$ cat src/logic/fguard_pkg.sv
// Constants shared by the flash mode write guard and its helpers.
// Assumes an 8-bit peripheral store/read port and a 16-bit address space.
// Contract
// - After the key: value, inverse, value; the first two stores are ignored.
// - Mode register changes only on the third store of a clean sequence.
// - One unlock allows one update; each change needs a fresh key.
// - A violation leaves the mode register unchanged and sets error bit 0.
// - The error flag is sticky; cleared by writing 0 or by reset.
// - Reset clears the protect status register to 00H.
// - The key register is undefined after reset; its contents never unlock.
// - A mode register write not preceded by a key A5H store raises an error.
// - Any of the three stores after the key to another register errs; a repeated A5H key store before the first value does not.
// - Second store not the exact inverse of the first raises an error.
// - Third store differing from the first store raises an error.
// - Flash address from CPU when upper mode bit is 0, else firmware.
// - In on-board programming mode both mode select bits are ignored.
// - Boot swap exchanges the two 4 KB boot clusters.
// - Boot swap takes effect only at the next reset and start.
// - Debug flag and security ID swap with their 1084H/1085H copies.
// - Write or erase permitted only with inhibit 0 and pin status 1.
// - Mode 00 normal, 01 firmware call at 8100H, 11 firmware fetch, 10 prohibited.
// - Mode register resets to 08H in user mode, 0CH in on-board mode.
// - Bits 7:4 read zero, bit 3 inhibit, bit 2 pin copy, bits 1:0 mode.
package fguard_pkg;
    localparam logic [15:0] MODE_CTRL_ADDR = 16'hffc4;
    localparam logic [15:0] UNLOCK_KEY_ADDR = 16'hffc0;
    localparam logic [15:0] PROT_STATUS_ADDR = 16'hffc2;
    localparam logic [7:0] UNLOCK_KEY_VALUE = 8'ha5;
    localparam logic [7:0] PROT_STATUS_RESET = 8'h00;
    localparam logic [7:0] MODE_CTRL_USER_RESET = 8'h08;
    localparam int INHIBIT_BIT = 3;
    localparam int PIN_BIT = 2;
    localparam int ERROR_BIT = 0;
    localparam logic [1:0] MODE_NORMAL = 2'h0;
    localparam logic [1:0] MODE_FW_CALL = 2'h1;
    localparam logic [1:0] MODE_PROHIBITED = 2'h2;
    localparam logic [1:0] MODE_FW_FETCH = 2'h3;
    localparam logic [15:0] FW_CALL_ENTRY = 16'h8100;
    localparam int CLUSTER_BIT = 12;
    localparam logic [2:0] BOOT_CLUSTER_TOP = 3'h0;
    typedef enum {S_IDLE, S_KEY, S_VALUE, S_INVERSE} track_t;
endpackage : fguard_pkg

$ cat src/logic/remap_if.sv
// Carries the flash address request and the remapped address.
// Assumes one clock shared by both ends.
`timescale 1ns/1ps
interface remap_if;
    logic [15:0] cpu_addr;
    logic [15:0] fw_addr;
    logic use_fw;
    logic swap;
    logic [15:0] flash_addr;
    modport ctrl (output cpu_addr, output fw_addr, output use_fw, output swap, input flash_addr);
    modport map (input cpu_addr, input fw_addr, input use_fw, input swap, output flash_addr);
endinterface : remap_if

$ cat src/logic/pin_sync.sv
// Two-stage synchroniser for pins from outside the clock domain.
// Assumes the pins are quasi-static levels.
`timescale 1ns/1ps
module pin_sync #(
    parameter int WIDTH = 3
) (
    // Clock and reset
    input wire logic clk,
    input wire logic rst,
    input wire logic en,
    // Pins in, synchronised levels out
    input wire logic [WIDTH-1:0] pin,
    output logic [WIDTH-1:0] level
);
    logic [WIDTH-1:0] meta;

    if (WIDTH < 1) begin : g_width_check
        $error("pin_sync needs WIDTH of at least 1");
    end

    always_ff @(posedge clk or posedge rst) begin
        if (rst) begin
            meta <= '0;
            level <= '0;
        end else if (en) begin
            meta <= pin;
            level <= meta;
        end
    end
endmodule : pin_sync

$ cat src/logic/addr_remap.sv
// Selects the flash array address source and applies the boot cluster swap.
// Assumes swap is already frozen from the last reset.
`timescale 1ns/1ps
module addr_remap (
    // Clock and reset
    input wire logic clk,
    input wire logic rst,
    input wire logic en,
    // Address request
    remap_if.map rm
);
    logic [15:0] sel;
    logic in_boot;
    localparam int CLUSTER_BIT = fguard_pkg::CLUSTER_BIT;

    always_comb begin
        sel = rm.use_fw ? rm.fw_addr : rm.cpu_addr;
        in_boot = sel[15:CLUSTER_BIT+1] == fguard_pkg::BOOT_CLUSTER_TOP;
    end

    // Flipping the cluster bit swaps 0000H-0FFFH with 1000H-1FFFH, the ID area included.
    always_ff @(posedge clk or posedge rst) begin
        if (rst) begin
            rm.flash_addr <= 16'h0000;
        end else if (en) begin
            rm.flash_addr <= sel ^ ((rm.swap && in_boot) ? 16'h1000 : 16'h0000);
        end
    end

    a_swap_flip: assert property (@(posedge clk) disable iff (rst)
        en && rm.swap && in_boot |=>
        rm.flash_addr[CLUSTER_BIT] != $past(sel[CLUSTER_BIT]) && rm.flash_addr[11:0] == $past(sel[11:0]))
        else $error("boot cluster address not swapped");
endmodule : addr_remap

$ cat src/logic/flash_mode_write_guard.sv
// Top of the flash mode write guard: protected mode register, unlock tracker,
// protect status, write permit and boot swap address mapping.
// Assumes single-cycle peripheral stores and reads from the CPU on MCLK.
`timescale 1ns/1ps
module flash_mode_write_guard (
    // Clock, reset, enable
    input wire logic MCLK,
    input wire logic SYS_RST,
    input wire logic CLK_EN,
    // Peripheral store and read port
    input wire logic SFR_WR,
    input wire logic SFR_RD,
    input wire logic [15:0] SFR_ADDR,
    input wire logic [7:0] SFR_WDATA,
    output logic [7:0] SFR_RDATA,
    // Firmware privilege, needed to select firmware fetch mode
    input wire logic FW_PRIV,
    // Pins
    input wire logic FLASH_MODE_PIN,
    input wire logic ONBOARD_MODE,
    input wire logic BOOT_FLAG,
    // Flash address path
    input wire logic [15:0] CPU_ADDR,
    input wire logic [15:0] FW_ADDR,
    output logic [15:0] FLASH_ADDR,
    // Flash control status
    output logic FLASH_WR_PERMIT,
    output logic FW_CALL_EN,
    output logic FW_ROM_FETCH,
    output logic BOOT_SWAPPED,
    output logic PROT_ERROR
);
    fguard_pkg::track_t state;
    logic [7:0] first_value;
    logic [7:0] key_store;
    logic inhibit;
    logic [1:0] mode;
    logic error_flag;
    logic onboard;
    logic swap;
    logic [1:0] strap_age;
    logic strap_taken;
    logic pin_level;
    logic onboard_level;
    logic boot_level;
    logic store;
    logic to_key;
    logic to_mode;
    logic to_status;
    logic violation;
    logic update;
    logic [1:0] mode_eff;
    logic [7:0] mode_view;
    logic [1:0] next_mode;
    remap_if rm ();

    pin_sync #(
        .WIDTH(3)
    ) u_sync (
        .clk(MCLK),
        .rst(SYS_RST),
        .en(CLK_EN),
        .pin({FLASH_MODE_PIN, ONBOARD_MODE, BOOT_FLAG}),
        .level({pin_level, onboard_level, boot_level})
    );

    always_comb begin
        store = CLK_EN && SFR_WR;
        to_key = SFR_ADDR == fguard_pkg::UNLOCK_KEY_ADDR;
        to_mode = SFR_ADDR == fguard_pkg::MODE_CTRL_ADDR;
        to_status = SFR_ADDR == fguard_pkg::PROT_STATUS_ADDR;
    end

    // Classify each store against the tracker position.
    always_comb begin
        violation = 1'b0;
        update = 1'b0;
        if (store) begin
            case (state)
                fguard_pkg::S_IDLE: begin
                    violation = (to_key && SFR_WDATA != fguard_pkg::UNLOCK_KEY_VALUE) || to_mode;
                end
                fguard_pkg::S_KEY: begin
                    if (to_key) begin
                        violation = SFR_WDATA != fguard_pkg::UNLOCK_KEY_VALUE;
                    end else begin
                        violation = !to_mode;
                    end
                end
                fguard_pkg::S_VALUE: begin
                    violation = !to_mode || SFR_WDATA != ~first_value;
                end
                fguard_pkg::S_INVERSE: begin
                    violation = !to_mode || SFR_WDATA != first_value;
                    update = !violation;
                end
                default: begin
                    violation = 1'b0;
                end
            endcase
        end
    end

    // Unlock sequence tracker.
    always_ff @(posedge MCLK or posedge SYS_RST) begin
        if (SYS_RST) begin
            state <= fguard_pkg::S_IDLE;
        end else if (store) begin
            if (violation || update) begin
                state <= fguard_pkg::S_IDLE;
            end else begin
                case (state)
                    fguard_pkg::S_IDLE: begin
                        if (to_key) begin
                            state <= fguard_pkg::S_KEY;
                        end
                    end
                    fguard_pkg::S_KEY: begin
                        if (to_mode) begin
                            state <= fguard_pkg::S_VALUE;
                        end
                    end
                    fguard_pkg::S_VALUE: begin
                        state <= fguard_pkg::S_INVERSE;
                    end
                    default: begin
                        state <= fguard_pkg::S_IDLE;
                    end
                endcase
            end
        end
    end

    // The first store of the sequence is remembered for the later comparisons.
    always_ff @(posedge MCLK or posedge SYS_RST) begin
        if (SYS_RST) begin
            first_value <= 8'h00;
        end else if (store && state == fguard_pkg::S_KEY && to_mode) begin
            first_value <= SFR_WDATA;
        end
    end

    // Key contents are kept only for read-back and never unlock anything.
    always_ff @(posedge MCLK) begin
        if (store && to_key) begin
            key_store <= SFR_WDATA;
        end
    end

    // Mode bits: prohibited 10 is refused, 11 needs firmware privilege.
    always_comb begin
        next_mode = SFR_WDATA[1:0];
        if (next_mode == fguard_pkg::MODE_PROHIBITED) begin
            next_mode = mode;
        end else if (next_mode == fguard_pkg::MODE_FW_FETCH && !FW_PRIV) begin
            next_mode = mode;
        end
    end

    // Protected mode register; only a clean third store reaches it.
    always_ff @(posedge MCLK or posedge SYS_RST) begin
        if (SYS_RST) begin
            inhibit <= fguard_pkg::MODE_CTRL_USER_RESET[fguard_pkg::INHIBIT_BIT];
            mode <= fguard_pkg::MODE_NORMAL;
        end else if (update) begin
            inhibit <= SFR_WDATA[fguard_pkg::INHIBIT_BIT];
            mode <= next_mode;
        end
    end

    // Sticky error flag; a new violation wins over a clear in the same cycle.
    always_ff @(posedge MCLK or posedge SYS_RST) begin
        if (SYS_RST) begin
            error_flag <= fguard_pkg::PROT_STATUS_RESET[fguard_pkg::ERROR_BIT];
        end else if (violation) begin
            error_flag <= 1'b1;
        end else if (store && to_status && !SFR_WDATA[fguard_pkg::ERROR_BIT]) begin
            error_flag <= 1'b0;
        end
    end

    // Straps are caught once the synchroniser holds settled levels, so a new boot flag waits for the next reset.
    always_ff @(posedge MCLK or posedge SYS_RST) begin
        if (SYS_RST) begin
            strap_age <= 2'h0;
            strap_taken <= 1'b0;
            onboard <= 1'b0;
            swap <= 1'b0;
        end else if (CLK_EN) begin
            strap_age <= {strap_age[0], 1'b1};
            if (strap_age[1] && !strap_taken) begin
                strap_taken <= 1'b1;
                onboard <= onboard_level;
                swap <= boot_level;
            end
        end
    end

    always_comb begin
        mode_eff = onboard ? fguard_pkg::MODE_NORMAL : mode;
        mode_view = 8'h00;
        mode_view[fguard_pkg::INHIBIT_BIT] = inhibit;
        mode_view[fguard_pkg::PIN_BIT] = pin_level;
        mode_view[1:0] = mode;
    end

    // Register reads; unmapped addresses return zero.
    always_ff @(posedge MCLK or posedge SYS_RST) begin
        if (SYS_RST) begin
            SFR_RDATA <= 8'h00;
        end else if (CLK_EN && SFR_RD) begin
            if (SFR_ADDR == fguard_pkg::MODE_CTRL_ADDR) begin
                SFR_RDATA <= mode_view;
            end else if (SFR_ADDR == fguard_pkg::PROT_STATUS_ADDR) begin
                SFR_RDATA <= {7'h00, error_flag};
            end else if (SFR_ADDR == fguard_pkg::UNLOCK_KEY_ADDR) begin
                SFR_RDATA <= key_store;
            end else begin
                SFR_RDATA <= 8'h00;
            end
        end
    end

    // Status outputs.
    always_ff @(posedge MCLK or posedge SYS_RST) begin
        if (SYS_RST) begin
            FLASH_WR_PERMIT <= 1'b0;
            FW_CALL_EN <= 1'b0;
            FW_ROM_FETCH <= 1'b0;
        end else if (CLK_EN) begin
            FLASH_WR_PERMIT <= !inhibit && pin_level;
            FW_CALL_EN <= mode_eff == fguard_pkg::MODE_FW_CALL;
            FW_ROM_FETCH <= mode_eff == fguard_pkg::MODE_FW_FETCH;
        end
    end

    assign BOOT_SWAPPED = swap;
    assign PROT_ERROR = error_flag;
    assign rm.cpu_addr = CPU_ADDR;
    assign rm.fw_addr = FW_ADDR;
    assign rm.use_fw = mode_eff[1];
    assign rm.swap = swap;
    assign FLASH_ADDR = rm.flash_addr;

    addr_remap u_remap (
        .clk(MCLK),
        .rst(SYS_RST),
        .en(CLK_EN),
        .rm(rm.map)
    );

    a_update_needs_seq: assert property (@(posedge MCLK) disable iff (SYS_RST)
        $past(CLK_EN) && ($changed(inhibit) || $changed(mode)) |->
        $past(state) == fguard_pkg::S_INVERSE && $past(store) && $past(to_mode))
        else $error("mode register changed outside a completed sequence");

    a_early_stores_ignored: assert property (@(posedge MCLK) disable iff (SYS_RST)
        store && to_mode && (state == fguard_pkg::S_KEY || state == fguard_pkg::S_VALUE) |=>
        $stable(inhibit) && $stable(mode))
        else $error("first or second store changed the mode register");

    a_bad_key_errs: assert property (@(posedge MCLK) disable iff (SYS_RST)
        store && to_key && SFR_WDATA != fguard_pkg::UNLOCK_KEY_VALUE |=>
        error_flag && state == fguard_pkg::S_IDLE)
        else $error("bad key write did not raise an error");

    a_inverse_check: assert property (@(posedge MCLK) disable iff (SYS_RST)
        store && state == fguard_pkg::S_VALUE && to_mode && SFR_WDATA != ~first_value |=>
        error_flag ##0 $stable(mode))
        else $error("wrong inverse not flagged");

    a_third_check: assert property (@(posedge MCLK) disable iff (SYS_RST)
        store && state == fguard_pkg::S_INVERSE && to_mode && SFR_WDATA != first_value |=>
        error_flag && $stable(inhibit))
        else $error("wrong third store not flagged");

    a_foreign_store_errs: assert property (@(posedge MCLK) disable iff (SYS_RST)
        store && state != fguard_pkg::S_IDLE && !to_mode && !to_key |=> error_flag)
        else $error("foreign store inside sequence not flagged");

    a_error_sticky: assert property (@(posedge MCLK) disable iff (SYS_RST)
        error_flag && !(store && to_status && !SFR_WDATA[0]) |=> error_flag)
        else $error("error flag dropped without a clear");

    a_one_update: assert property (@(posedge MCLK) disable iff (SYS_RST)
        update |=> state == fguard_pkg::S_IDLE ##1 !update)
        else $error("unlock allowed more than one update");

    a_idle_unrelated: assert property (@(posedge MCLK) disable iff (SYS_RST)
        store && state == fguard_pkg::S_IDLE && !to_key && !to_mode |=>
        state == fguard_pkg::S_IDLE && !$rose(error_flag))
        else $error("unrelated idle store disturbed the tracker");

    a_permit_rule: assert property (@(posedge MCLK) disable iff (SYS_RST)
        FLASH_WR_PERMIT |-> $past(pin_level) && !$past(inhibit))
        else $error("write permit given without pin and inhibit conditions");

    a_onboard_ignores: assert property (@(posedge MCLK) disable iff (SYS_RST)
        onboard && $past(onboard) |-> !FW_CALL_EN && !FW_ROM_FETCH)
        else $error("mode select acted in on-board mode");

    a_status_reset: assert property (@(posedge MCLK)
        $fell(SYS_RST) |-> !error_flag)
        else $error("protect status not cleared by reset");

    a_mode_reset: assert property (@(posedge MCLK)
        $fell(SYS_RST) |-> inhibit && mode == fguard_pkg::MODE_NORMAL)
        else $error("mode register not at its reset value");

    a_key_needed: assert property (@(posedge MCLK) disable iff (SYS_RST)
        store && to_mode && state == fguard_pkg::S_IDLE |=>
        error_flag && $stable(inhibit) && $stable(mode))
        else $error("mode register store without a key was not refused");

    a_clear_on_zero: assert property (@(posedge MCLK) disable iff (SYS_RST)
        store && to_status && !SFR_WDATA[fguard_pkg::ERROR_BIT] && !violation |=> !error_flag)
        else $error("writing zero did not clear the error flag");

    a_back_to_idle: assert property (@(posedge MCLK) disable iff (SYS_RST)
        store && (violation || update) |=> state == fguard_pkg::S_IDLE)
        else $error("tracker did not return to idle");

    a_prohibited_kept: assert property (@(posedge MCLK) disable iff (SYS_RST)
        update && SFR_WDATA[1:0] == fguard_pkg::MODE_PROHIBITED |=> $stable(mode))
        else $error("prohibited mode was accepted");

    a_fetch_needs_priv: assert property (@(posedge MCLK) disable iff (SYS_RST)
        update && SFR_WDATA[1:0] == fguard_pkg::MODE_FW_FETCH && !FW_PRIV |=> $stable(mode))
        else $error("firmware fetch mode set without privilege");

    a_read_view: assert property (@(posedge MCLK) disable iff (SYS_RST)
        CLK_EN && SFR_RD && SFR_ADDR == fguard_pkg::MODE_CTRL_ADDR |=>
        SFR_RDATA[7:4] == 4'h0 && SFR_RDATA[fguard_pkg::PIN_BIT] == $past(pin_level))
        else $error("mode register read-back layout wrong");

    a_swap_frozen: assert property (@(posedge MCLK) disable iff (SYS_RST)
        strap_taken && $past(strap_taken) |-> $stable(BOOT_SWAPPED))
        else $error("boot swap changed after start");

    a_addr_from_cpu: assert property (@(posedge MCLK) disable iff (SYS_RST)
        CLK_EN && !mode_eff[1] && !swap |=> FLASH_ADDR == $past(CPU_ADDR))
        else $error("flash address not taken from the CPU");

    a_addr_from_fw: assert property (@(posedge MCLK) disable iff (SYS_RST)
        CLK_EN && mode_eff[1] && !swap |=> FLASH_ADDR == $past(FW_ADDR))
        else $error("flash address not taken from firmware");

    a_permit_given: assert property (@(posedge MCLK) disable iff (SYS_RST)
        CLK_EN && !inhibit && pin_level |=> FLASH_WR_PERMIT)
        else $error("write permit withheld with pin and inhibit conditions met");
endmodule : flash_mode_write_guard

$ cat config.mk
export PLATFORM = sky130hd
export DESIGN_NAME = flash_mode_write_guard
export DESIGN_NICKNAME = d
export VERILOG_FILES = /design/src/logic/fguard_pkg.sv /design/src/logic/remap_if.sv /design/src/logic/pin_sync.sv /design/src/logic/addr_remap.sv /design/src/logic/flash_mode_write_guard.sv
export SDC_FILE = /design/constraint.sdc
export NUM_CORES = 1
export LEC_CHECK = 0
export ABC_AREA = 1
export ABC_CLOCK_PERIOD_IN_PS = 2200
export BUFFER_PORTS_ARGS = -buffer_cell sky130_fd_sc_hd__buf_2
export CAP_MARGIN = 15
export CORE_MARGIN = 4
export CORE_UTILIZATION = 49
export DETAILED_ROUTE_END_ITERATION = 8
export GPL_TIMING_DRIVEN = 0
export PLACE_DENSITY = 0.85
export SETUP_SLACK_MARGIN = 0.15
export SYNTH_ARGS = -nofsm -noshare
export SYNTH_HDL_FRONTEND = slang
export SYNTH_HIERARCHICAL = 1
export SYNTH_SLANG_ARGS = --single-unit
$ cat constraint.sdc
create_clock -name MCLK -period 2.2 [get_ports MCLK]
set_input_delay 0.22 -clock MCLK [delete_from_list [all_inputs] [get_ports MCLK]]
set_output_delay 0.22 -clock MCLK [all_outputs]
set_load 0.02 [all_outputs]
==> results.txt, run 1 <==
* Outcome: finished clean
* Max-slew headroom at the worst pin: 0.593
* Layout Utilization: 0.648
- Final min period: 1700 ps
- Net count of the finished layout: roughly 580
- The routed layout has 3,015 vias.
- Total congestion overflow after global routing: 0
- Of the total synthesized cell area, the portion taken by full adders, half adders and majority gates is 0.0161.
- List of cells traversed by the critical path: inv_1 > nor2_1 > inv_2 > nand2_2 > nand2_2 > nor2_2 > nand3_1 > nand3_1 > nand2_1
- Cells after Synth: 407
- Data arrives at the worst endpoint at 1930 ps.
- Counting the buffers created by CTS gives 9.
- Summed over all instances, the cell type with the most area after synthesis is sky130_fd_sc_hd__dfrtp_1.
- Max-cap violations: 0
* Slew Limit Fails: 0
- Die width: around 88 um
- Dividing the detail-routed via count by the number of cells gives 5.09.
* Path type of the worst min-delay path: input port to flop
- Final-report setup violation count: 0
- Static timing analysis puts the maximum clock frequency at approximately 0.6 GHz.
- Fraction of the yosys area taken by sequential cells: 0.496
- Maximum root-to-sink buffer count: 2
- Cell Area, Synth: roughly 3100 um2
* Flop and latch count out of synthesis: 60
- Of the cells placed in the final design, the portion with a size suffix greater than 1 is 0.279.
* Placed instance area: about 3700 um2
* Distinct cell type count after synthesis: 30
- Xor-xnor portion of the synthesized cell area: 0
- Number of I/O pins: 94
- For this run, design rule violations remaining after detail routing come to 0.
- Row generation in the floorplan step produced 28 rows.
- VDD sags by at most 517 uV.
* Hpwl dp: roughly 6000 um
- TritonCTS built the clock tree.
* Most used DFF post-synth: sky130_fd_sc_hd__dfrtp_1
- H-tree levels: 3
- Static Leak: about 2.1 nW
- Register share of total power: 0.450
- For this run, the total global-route usage over all layers was measured as 0.203.
- Synth top area cells: sky130_fd_sc_hd__dfrtp_1 41%, sky130_fd_sc_hd__nand2_1 20%, sky130_fd_sc_hd__edfxtp_1 7.7%
- TritonCTS Sinks: 60
- The number of antenna diodes in the final layout is 0.
- Hold is met by 90.0 ps.
- Share of the synthesized area in compound gates (AO/OA/AOI/OAI): 0.0933
- Of all flip-flops after synthesis, the portion carrying an async set or reset was 0.867.
* Latest clock arrival within the worst-skew pair: 340 ps
- Initial cell density of the core: 0.516
- Internal power: 0.00196 W
- Standard cell with the maximum stage delay on the critical path: sky130_fd_sc_hd__nor2_1
* Fin crit share: 0.774
- The initial antenna violation count is 0.
* Switching part of the total power: 0.284
* Ratio of total power to cell area: 702 nW/um2
* Gp weighted congestion: between 0.9 and 1
- Avg WL per Cell: between 10 and 15 um
* Psw: 0.000779 W
- Post-CTS timing repair inserted 0 buffers for setup.
* Share of total power in combinational logic: 0.192
- Cell with the most instances after synthesis: sky130_fd_sc_hd__nand2_1
- The via count of the first global-routing pass was approximately 2,800.
* Slew @ Worst Pin: just over 600 ps
- Measured along the y axis, the die boundary spans approximately 88 um.
- Fin. Hold Viols: 0
* Mapped Nets: 476
- Setup repair after global routing left no endpoint under its margin.
- Critical path data required time: 2420 ps
* Final instance area: 3910 um2
* Setup TNS Final: 0 ps
- Endpoint kind of the worst setup timing path: flop
- Drt first-iter violations: ~150
* Simple-gate share of the synthesized area: 0.329
* Clock root buffer master: sky130_fd_sc_hd__clkbuf_8
- The share of synthesized area in the top cell type comes to 0.410.
* Post-synthesis average cell area: between 7 and 8 um2
- Final antenna-violating net count: 0
* Mux cell area share after synthesis: 0.00724
- Area enclosed by the die boundary: 7690 um2
- Number of flops mapped to enable cells by yosys: 8
- Final Power: about 0.0027 W
- Area of the placeable core: roughly 6000 um2
- After synthesis, the largest family of logic cells by area is simple AND/OR/NAND/NOR gates.
- The share of total power dissipated in the clock network is 0.358.
- Entering global routing, the biggest net connects 31 pins.
* Max Fanout on Critical Path: 8
* Largest incremental delay on the critical path: between 400 and 500 ps
- Leading cell types by count after synthesis: 169 x sky130_fd_sc_hd__nand2_1, 51 x sky130_fd_sc_hd__dfrtp_1, 37 x sky130_fd_sc_hd__nor2_1, 36 x sky130_fd_sc_hd__o21ai_0, 28 x sky130_fd_sc_hd__inv_1
- Synth-to-Final Area Change: 25.6%
* Wire length of the first global-routing pass: about 12,000 um
- The routed design has between 7000 and 8000 um of wire.
- Worst Skew: between 10 and 15 ps
- Synth warn: 6
* Type of element launching the critical path: flop
- Setup Crit Path Kind: flop to flop
- First-pass iteration count of the detailed router: 5
- Clock-pin slew was measured on the worst setup and hold paths at about 70 ps.
- The count of buffers added on input and output ports is 93.
-- metal layers --
metal | GRT usage | wire length, um | vias up
li1 | - | - | 1507
met1 | 0.234 | 3020 | 1382
met2 | 0.364 | 3920 | 119
met3 | 0.0640 | 702 | 7
met4 | 0.0572 | 63 | 0
met5 | 0 | 0 | -
-- placed cells by master, fill, tap and decap left out, types with 2 or more instances in the layout --
cell type | Yosys | routed
sky130_fd_sc_hd__nand2_1 | 169 | 169
sky130_fd_sc_hd__buf_2 | 3 | 96
sky130_fd_sc_hd__dfrtp_1 | 51 | 51
sky130_fd_sc_hd__nor2_1 | 37 | 37
sky130_fd_sc_hd__o21ai_0 | 36 | 36
sky130_fd_sc_hd__inv_1 | 28 | 28
sky130_fd_sc_hd__inv_2 | 12 | 12
sky130_fd_sc_hd__nand3_1 | 11 | 11
sky130_fd_sc_hd__clkbuf_8 | 0 | 11
sky130_fd_sc_hd__edfxtp_1 | 8 | 8
sky130_fd_sc_hd__o21ai_1 | 7 | 7
sky130_fd_sc_hd__a31oi_1 | 7 | 7
sky130_fd_sc_hd__nand4_1 | 6 | 6
sky130_fd_sc_hd__nor2_2 | 4 | 4
sky130_fd_sc_hd__nand2_2 | 4 | 4
sky130_fd_sc_hd__ha_1 | 4 | 4
sky130_fd_sc_hd__nor2_4 | 3 | 3
sky130_fd_sc_hd__clkbuf_1 | 2 | 2
sky130_fd_sc_hd__o31ai_1 | 2 | 2
sky130_fd_sc_hd__mux2_2 | 2 | 2
sky130_fd_sc_hd__clkinv_2 | 0 | 2
-- area by class of cell --
cell class | count | area, um2
multi-input combinational | 300 | 1390
inverter | 41 | 154
clock buffer | 11 | 151
fill | 506 | 2120
buffer | 6 | 27.5
clock inverter | 4 | 48.8
timing repair buffer | 95 | 503
sequential | 60 | 1540
tap | 75 | 93.8
-- critical path: cells and delay by family, from the launching register on --
kind / cells / cell delay, ps
flops: 1 / 390
buf+inv: 2 / 250
simple gates: 7 / 940
-- final timing paths --
| path | from | to | slack [ps] | cells after the start |
|---|---|---|---|---|
| setup / recovery | mode[1] | u_remap/rm.flash_addr[12] | 500 | 9 |
| max in group asynchronous | SYS_RST | inhibit | 1100 | 4 |
| hold / removal | BOOT_FLAG | u_sync/meta[0] | 90 | 3 |
| setup reg to reg | mode[1] | u_remap/rm.flash_addr[12] | 500 | 9 |
| hold reg to reg | strap_age[0] | strap_age[0] | 450 | 2 |
| min in group asynchronous | SYS_RST | u_sync/level[0] | 370 | 3 |
-- sequential cells by signal, indices dropped and copies added, names as in the netlist, 2 cells and up --
register,count
u_remap/rm.flash_addr,16
SFR_RDATA,8
first_value,8
key_store,8
u_sync/level,3
u_sync/meta,3
mode,2
state,2
strap_age,2
-- stage by stage --
stage | instances | setup WS (ps)
6_report | 592 | 498
5_1_grt | 592 | 295
4_1_cts | 591 | 500
3_5_place_dp | 575 | 365
3_3_place_gp | 575 | 410
2_1_floorplan | 407 | 722
-- timing repair --
action                    in CTS  in global routing
hold buffers                   1                  0
resized for setup              0                  0
hold endpoints to repair      22                  0
-- power by group through the flow --
stage | logic [W] | clock network [W] | registers, W
after floorplan | 0.000289 | 0 | 0.00129
after global placement | 0.000487 | 0 | 0.00125
after detailed placement | 0.000514 | 0 | 0.00125
after CTS | 0.000518 | 0.00100 | 0.00123
after global routing | 0.000585 | 0.00105 | 0.00124
final | 0.000526 | 0.000983 | 0.00123
-- cells by family (layout without fill, tap and decap cells) --
| family | after synthesis | after routing |
|---|---|---|
| flops | 60 | 60 |
| buf+inv | 47 | 157 |
| compound gates | 54 | 54 |
| fa+ha+maj | 4 | 4 |
| mux | 2 | 2 |
| simple gates | 240 | 240 |
(Power assumes the default switching activity.)
==> inputs of run 2 (changes only) <==
--- a/config.mk
+++ b/config.mk
@@ -6,14 +6,14 @@
 export NUM_CORES = 1
 export LEC_CHECK = 0
 export ABC_AREA = 1
-export ABC_CLOCK_PERIOD_IN_PS = 2200
+export ABC_CLOCK_PERIOD_IN_PS = 1400
 export BUFFER_PORTS_ARGS = -buffer_cell sky130_fd_sc_hd__buf_2
 export CAP_MARGIN = 15
 export CORE_MARGIN = 4
-export CORE_UTILIZATION = 49
+export CORE_UTILIZATION = 46
 export DETAILED_ROUTE_END_ITERATION = 8
 export GPL_TIMING_DRIVEN = 0
-export PLACE_DENSITY = 0.85
+export PLACE_DENSITY = 0.83
 export SETUP_SLACK_MARGIN = 0.15
 export SYNTH_ARGS = -nofsm -noshare
 export SYNTH_HDL_FRONTEND = slang
==> constraint.sdc (replaced) <==
create_clock -name MCLK -period 1.4 [get_ports MCLK]
set_input_delay 0.14 -clock MCLK [delete_from_list [all_inputs] [get_ports MCLK]]
set_output_delay 0.14 -clock MCLK [all_outputs]
set_load 0.02 [all_outputs]
==> results.txt, run 2 (synthesis results as in run 1) <==
* Share of total power in combinational logic: 0.202 (was 0.192)
* Endpoint of the lowest-slack register-to-register path: state[0] (was u_remap/rm.flash_addr[12])
* Clock buffers created by TritonCTS: 9 (unchanged)
- The clock-pin slew reported for the worst setup and hold paths after clock tree synthesis came to 70 ps (about the same).
- Max-slew headroom at the worst pin: 0.608 (was 0.593)
- Via count normalized by instance count: 5.02 (was 5.09)
- The total routing resource utilization after global routing came to 0.194 (was 0.203).
* Psw: 0.00127 W (was 0.000779 W)
* Register share of total power: 0.428 (was 0.450)
- The switching portion of total power is 0.281 (was 0.284).
- The most frequent standard cell in the layout excluding fill and tap cells was sky130_fd_sc_hd__nand2_1 (unchanged).
* Fin. Hold Viols: 0 (unchanged)
* Type of element launching the critical path: flop (unchanged)
* TritonCTS Sinks: 60 (unchanged)
- The number of design-rule violations left by the first detailed-router iteration was 131 (was 151).
* Hpwl dp: 5810 um (was 5940 um)
- The via count of the first global-routing pass came to 2,951 (was 2,791).
- The maximum achievable frequency came to 0.641 GHz (was 0.587 GHz).
* Fin crit share: 1.11 (was 0.774)
- Max-cap violations: 0 (unchanged)
- The worst reg-to-reg setup slack came to -160 ps (was 500 ps).
- The number of buffers on the longest clock path was 2 (unchanged).
- R2R depth: 13 (was 9)
- Worst Skew: 7.90 ps (was 10.8 ps)
* Max Fanout on Critical Path: 4 (was 8)
- The effective utilization at floorplan came to 0.482 (was 0.516).
- The transition at the pin with the smallest max-transition slack is 587 ps (was 608 ps).
- The die outline height is 90.2 um (was 87.7 um).
* Number of flip-flops in the largest register: 16 (unchanged)
- The sum of negative setup slack is -1420 ps (was 0 ps).
* Setup Crit Path Kind: flop to flop (unchanged)
* Largest net degree at the start of global routing: 31 (unchanged)
- Number of remaining DRC errors: 0 (unchanged)
* Antenna violations before repair: 0 (unchanged)
- RSZ-0062 raised after global routing: yes (was no)
* Avg WL per Cell: 12.9 um (was 13.0 um)
- Final-report setup violation count: 13 (was 0)
- The ratio of total power to cell area is 1100 nW/um2 (was 702 nW/um2).
* Total Wirelength: 7830 um (was 7710 um)
- Layout Utilization: 0.638 (was 0.648)
- Die width: 90.2 um (was 87.7 um)
- Final min period: 1560 ps (was 1700 ps)
- The most flop-heavy register was u_remap/rm.flash_addr (unchanged).
- Gp weighted congestion: 0.946 (was 0.905)
- Internal power: 0.00326 W (was 0.00196 W)
* Commonest non-fill, non-tap cells in the layout: 162 x sky130_fd_sc_hd__nand2_1, 95 x sky130_fd_sc_hd__buf_2, 51 x sky130_fd_sc_hd__dfrtp_1, 33 x sky130_fd_sc_hd__o21ai_0, 29 x sky130_fd_sc_hd__nor2_1 (was 169 x sky130_fd_sc_hd__nand2_1, 96 x sky130_fd_sc_hd__buf_2, 51 x sky130_fd_sc_hd__dfrtp_1, 37 x sky130_fd_sc_hd__nor2_1, 36 x sky130_fd_sc_hd__o21ai_0)
- The arrival time of the worst setup path was 1830 ps (was 1930 ps).
- The total of fill cells in the finished design was 552 (was 506).
- Core Rows: 29 (was 28)
* Net count of the finished layout: 596 (was 582)
- The number of buffers inserted by port buffering was 93 (unchanged).
- The clock network fraction of design power was 0.371 (was 0.358).
- Crit Reg-Reg Startpoint: first_value[4] (was mode[1])
- The type of element capturing the critical path is a flop (unchanged).
- Highest ir drop seen on vdd: 652 uV (was 517 uV)
- Violations in the final reports: setup timing
* Share of post-route cells with drive strength above 1: 0.331 (was 0.279)
- The max-slew violation count is 0 (unchanged).
* Area of the placeable core: 6460 um2 (was 6030 um2)
- The maximum level of the CTS H-tree came to 3 (unchanged).
- The hold-critical path depth was 3 (unchanged).
* Hold worst-path end: u_sync/meta[2] (was u_sync/meta[0])
- The area of the die is 8140 um2 (was 7690 um2).
* Final worst-path setup slack: -159 ps (was 498 ps)
- TritonCTS clock tree: yes (unchanged)
- The count of antenna-violating nets left after detailed routing came to 0 (unchanged).
- The detailed-routing iteration count for the pre-antenna-repair pass was 4 (was 5).
- The class of the tightest hold or removal check is input port to flop (unchanged).
* Total congestion overflow after global routing: 0 (unchanged)
* Total via count after detailed routing: 3,055 (was 3,015)
- The required time of the critical path is 1670 ps (was 2420 ps).
* Synth-to-Final Area Change: 32.5% (was 25.6%)
- The antenna cell count is 0 (unchanged).
* Clock root buffer master: sky130_fd_sc_hd__clkbuf_8 (unchanged)
* Wire length of the first global-routing pass: 12,900 um (was 12,200 um)
- Latest clock arrival within the worst-skew pair: 340 ps (about the same)
- Number of I/O pins: 94 (unchanged)
* Static Leak: 2.17 nW (was 2.08 nW)
- Hold Crit Start: FLASH_MODE_PIN (was BOOT_FLAG)
- Outcome: complete, but fails checks (was finished clean)
[run 2: changes by cell type in the layout (fill, tap and decap cells not counted), sizes merged]
cell / change
clkinv: -1
dlygate4sd3: +3
buf: +12
clkbuf: -1
bufinv: +1
[run 2: final cells by class]
| type | count | area (um2) | share of cell area |
|---|---|---|---|
| inverters | 41 | 156 | 0.0379 |
| clock buffers | 11 | 141 | 0.0343 |
| well taps | 77 | 96.3 | 0.0234 |
| clock inverters | 4 | 73.8 | 0.0179 |
| repair buffers | 109 | 623 | 0.151 |
| plain buffers | 6 | 37.5 | 0.00910 |
| flip-flops and latches | 60 | 1540 | 0.374 |
| multi-input cells | 300 | 1450 | 0.352 |
[run 2: power by group through the flow]
| stage | clock network, W | registers, W | logic (W) |
|---|---|---|---|
| 2_1_floorplan | 0 | 0.00203 | 0.000455 |
| 3_3_place_gp | 0 | 0.00197 | 0.000768 |
| 3_5_place_dp | 0 | 0.00197 | 0.000802 |
| 4_1_cts | 0.00171 | 0.00194 | 0.000848 |
| 5_1_grt | 0.00179 | 0.00195 | 0.00104 |
| 6_report | 0.00168 | 0.00194 | 0.000913 |
[run 2: critical path, cell delays in order (launching register included)]
cell and delay (ps):
sky130_fd_sc_hd__dfrtp_1 410, sky130_fd_sc_hd__inv_1 80, sky130_fd_sc_hd__nand2_1 50, sky130_fd_sc_hd__nand2_1 50
sky130_fd_sc_hd__nand2_1 60, sky130_fd_sc_hd__nor2_2 100, sky130_fd_sc_hd__nand3_2 90, sky130_fd_sc_hd__nand2_1 90
sky130_fd_sc_hd__nand2_2 90, sky130_fd_sc_hd__o21bai_4 150, sky130_fd_sc_hd__nand3_1 120, sky130_fd_sc_hd__nand2_2 80
sky130_fd_sc_hd__nand2_1 50, sky130_fd_sc_hd__nand2_1 60
[run 2: worst max-delay path by stage]
| stage | to | slack (ps) | from |
|---|---|---|---|
| after detailed placement | first_value[0] | -220 | CLK_EN |
| after floorplan | state[0] | 30 | first_value[2] |
| final | state[0] | -160 | first_value[4] |
| after CTS | state[0] | -140 | first_value[4] |
| after global routing | state[0] | -360 | first_value[7] |
| after global placement | first_value[3] | -210 | CLK_EN |
[run 2: through the flow]
step | cells | power [W] | area [um2] | hold WS, ps | worst slack, ps
after detailed placement | 577 | 0.00277 | 3680 | 85.9 | -216
after floorplan | 407 | 0.00248 | 3120 | -69.0 | 34.2
after CTS | 602 | 0.00449 | 4000 | 4.86 | -142
after global routing | 608 | 0.00479 | 4120 | 27.2 | -365
final | 608 | 0.00453 | 4120 | 15.7 | -159
after global placement | 577 | 0.00273 | 3680 | 79.6 | -212
[run 2: what timing repair did]
action	CTS	global route
endpoints found under the hold margin	24	12
pin swaps	7	15
hold buffers	3	1
buffers inserted	7	4
resized for setup	6	26
endpoints found under the setup margin	35	33
[run 2: metal layers]
layer,global-route usage,vias up,part of all wire
li1,-,1531,-
met1,0.221,1398,0.40
met2,0.343,113,0.50
met3,0.0593,13,0.079
met4,0.0727,0,0.018
met5,0,-,0
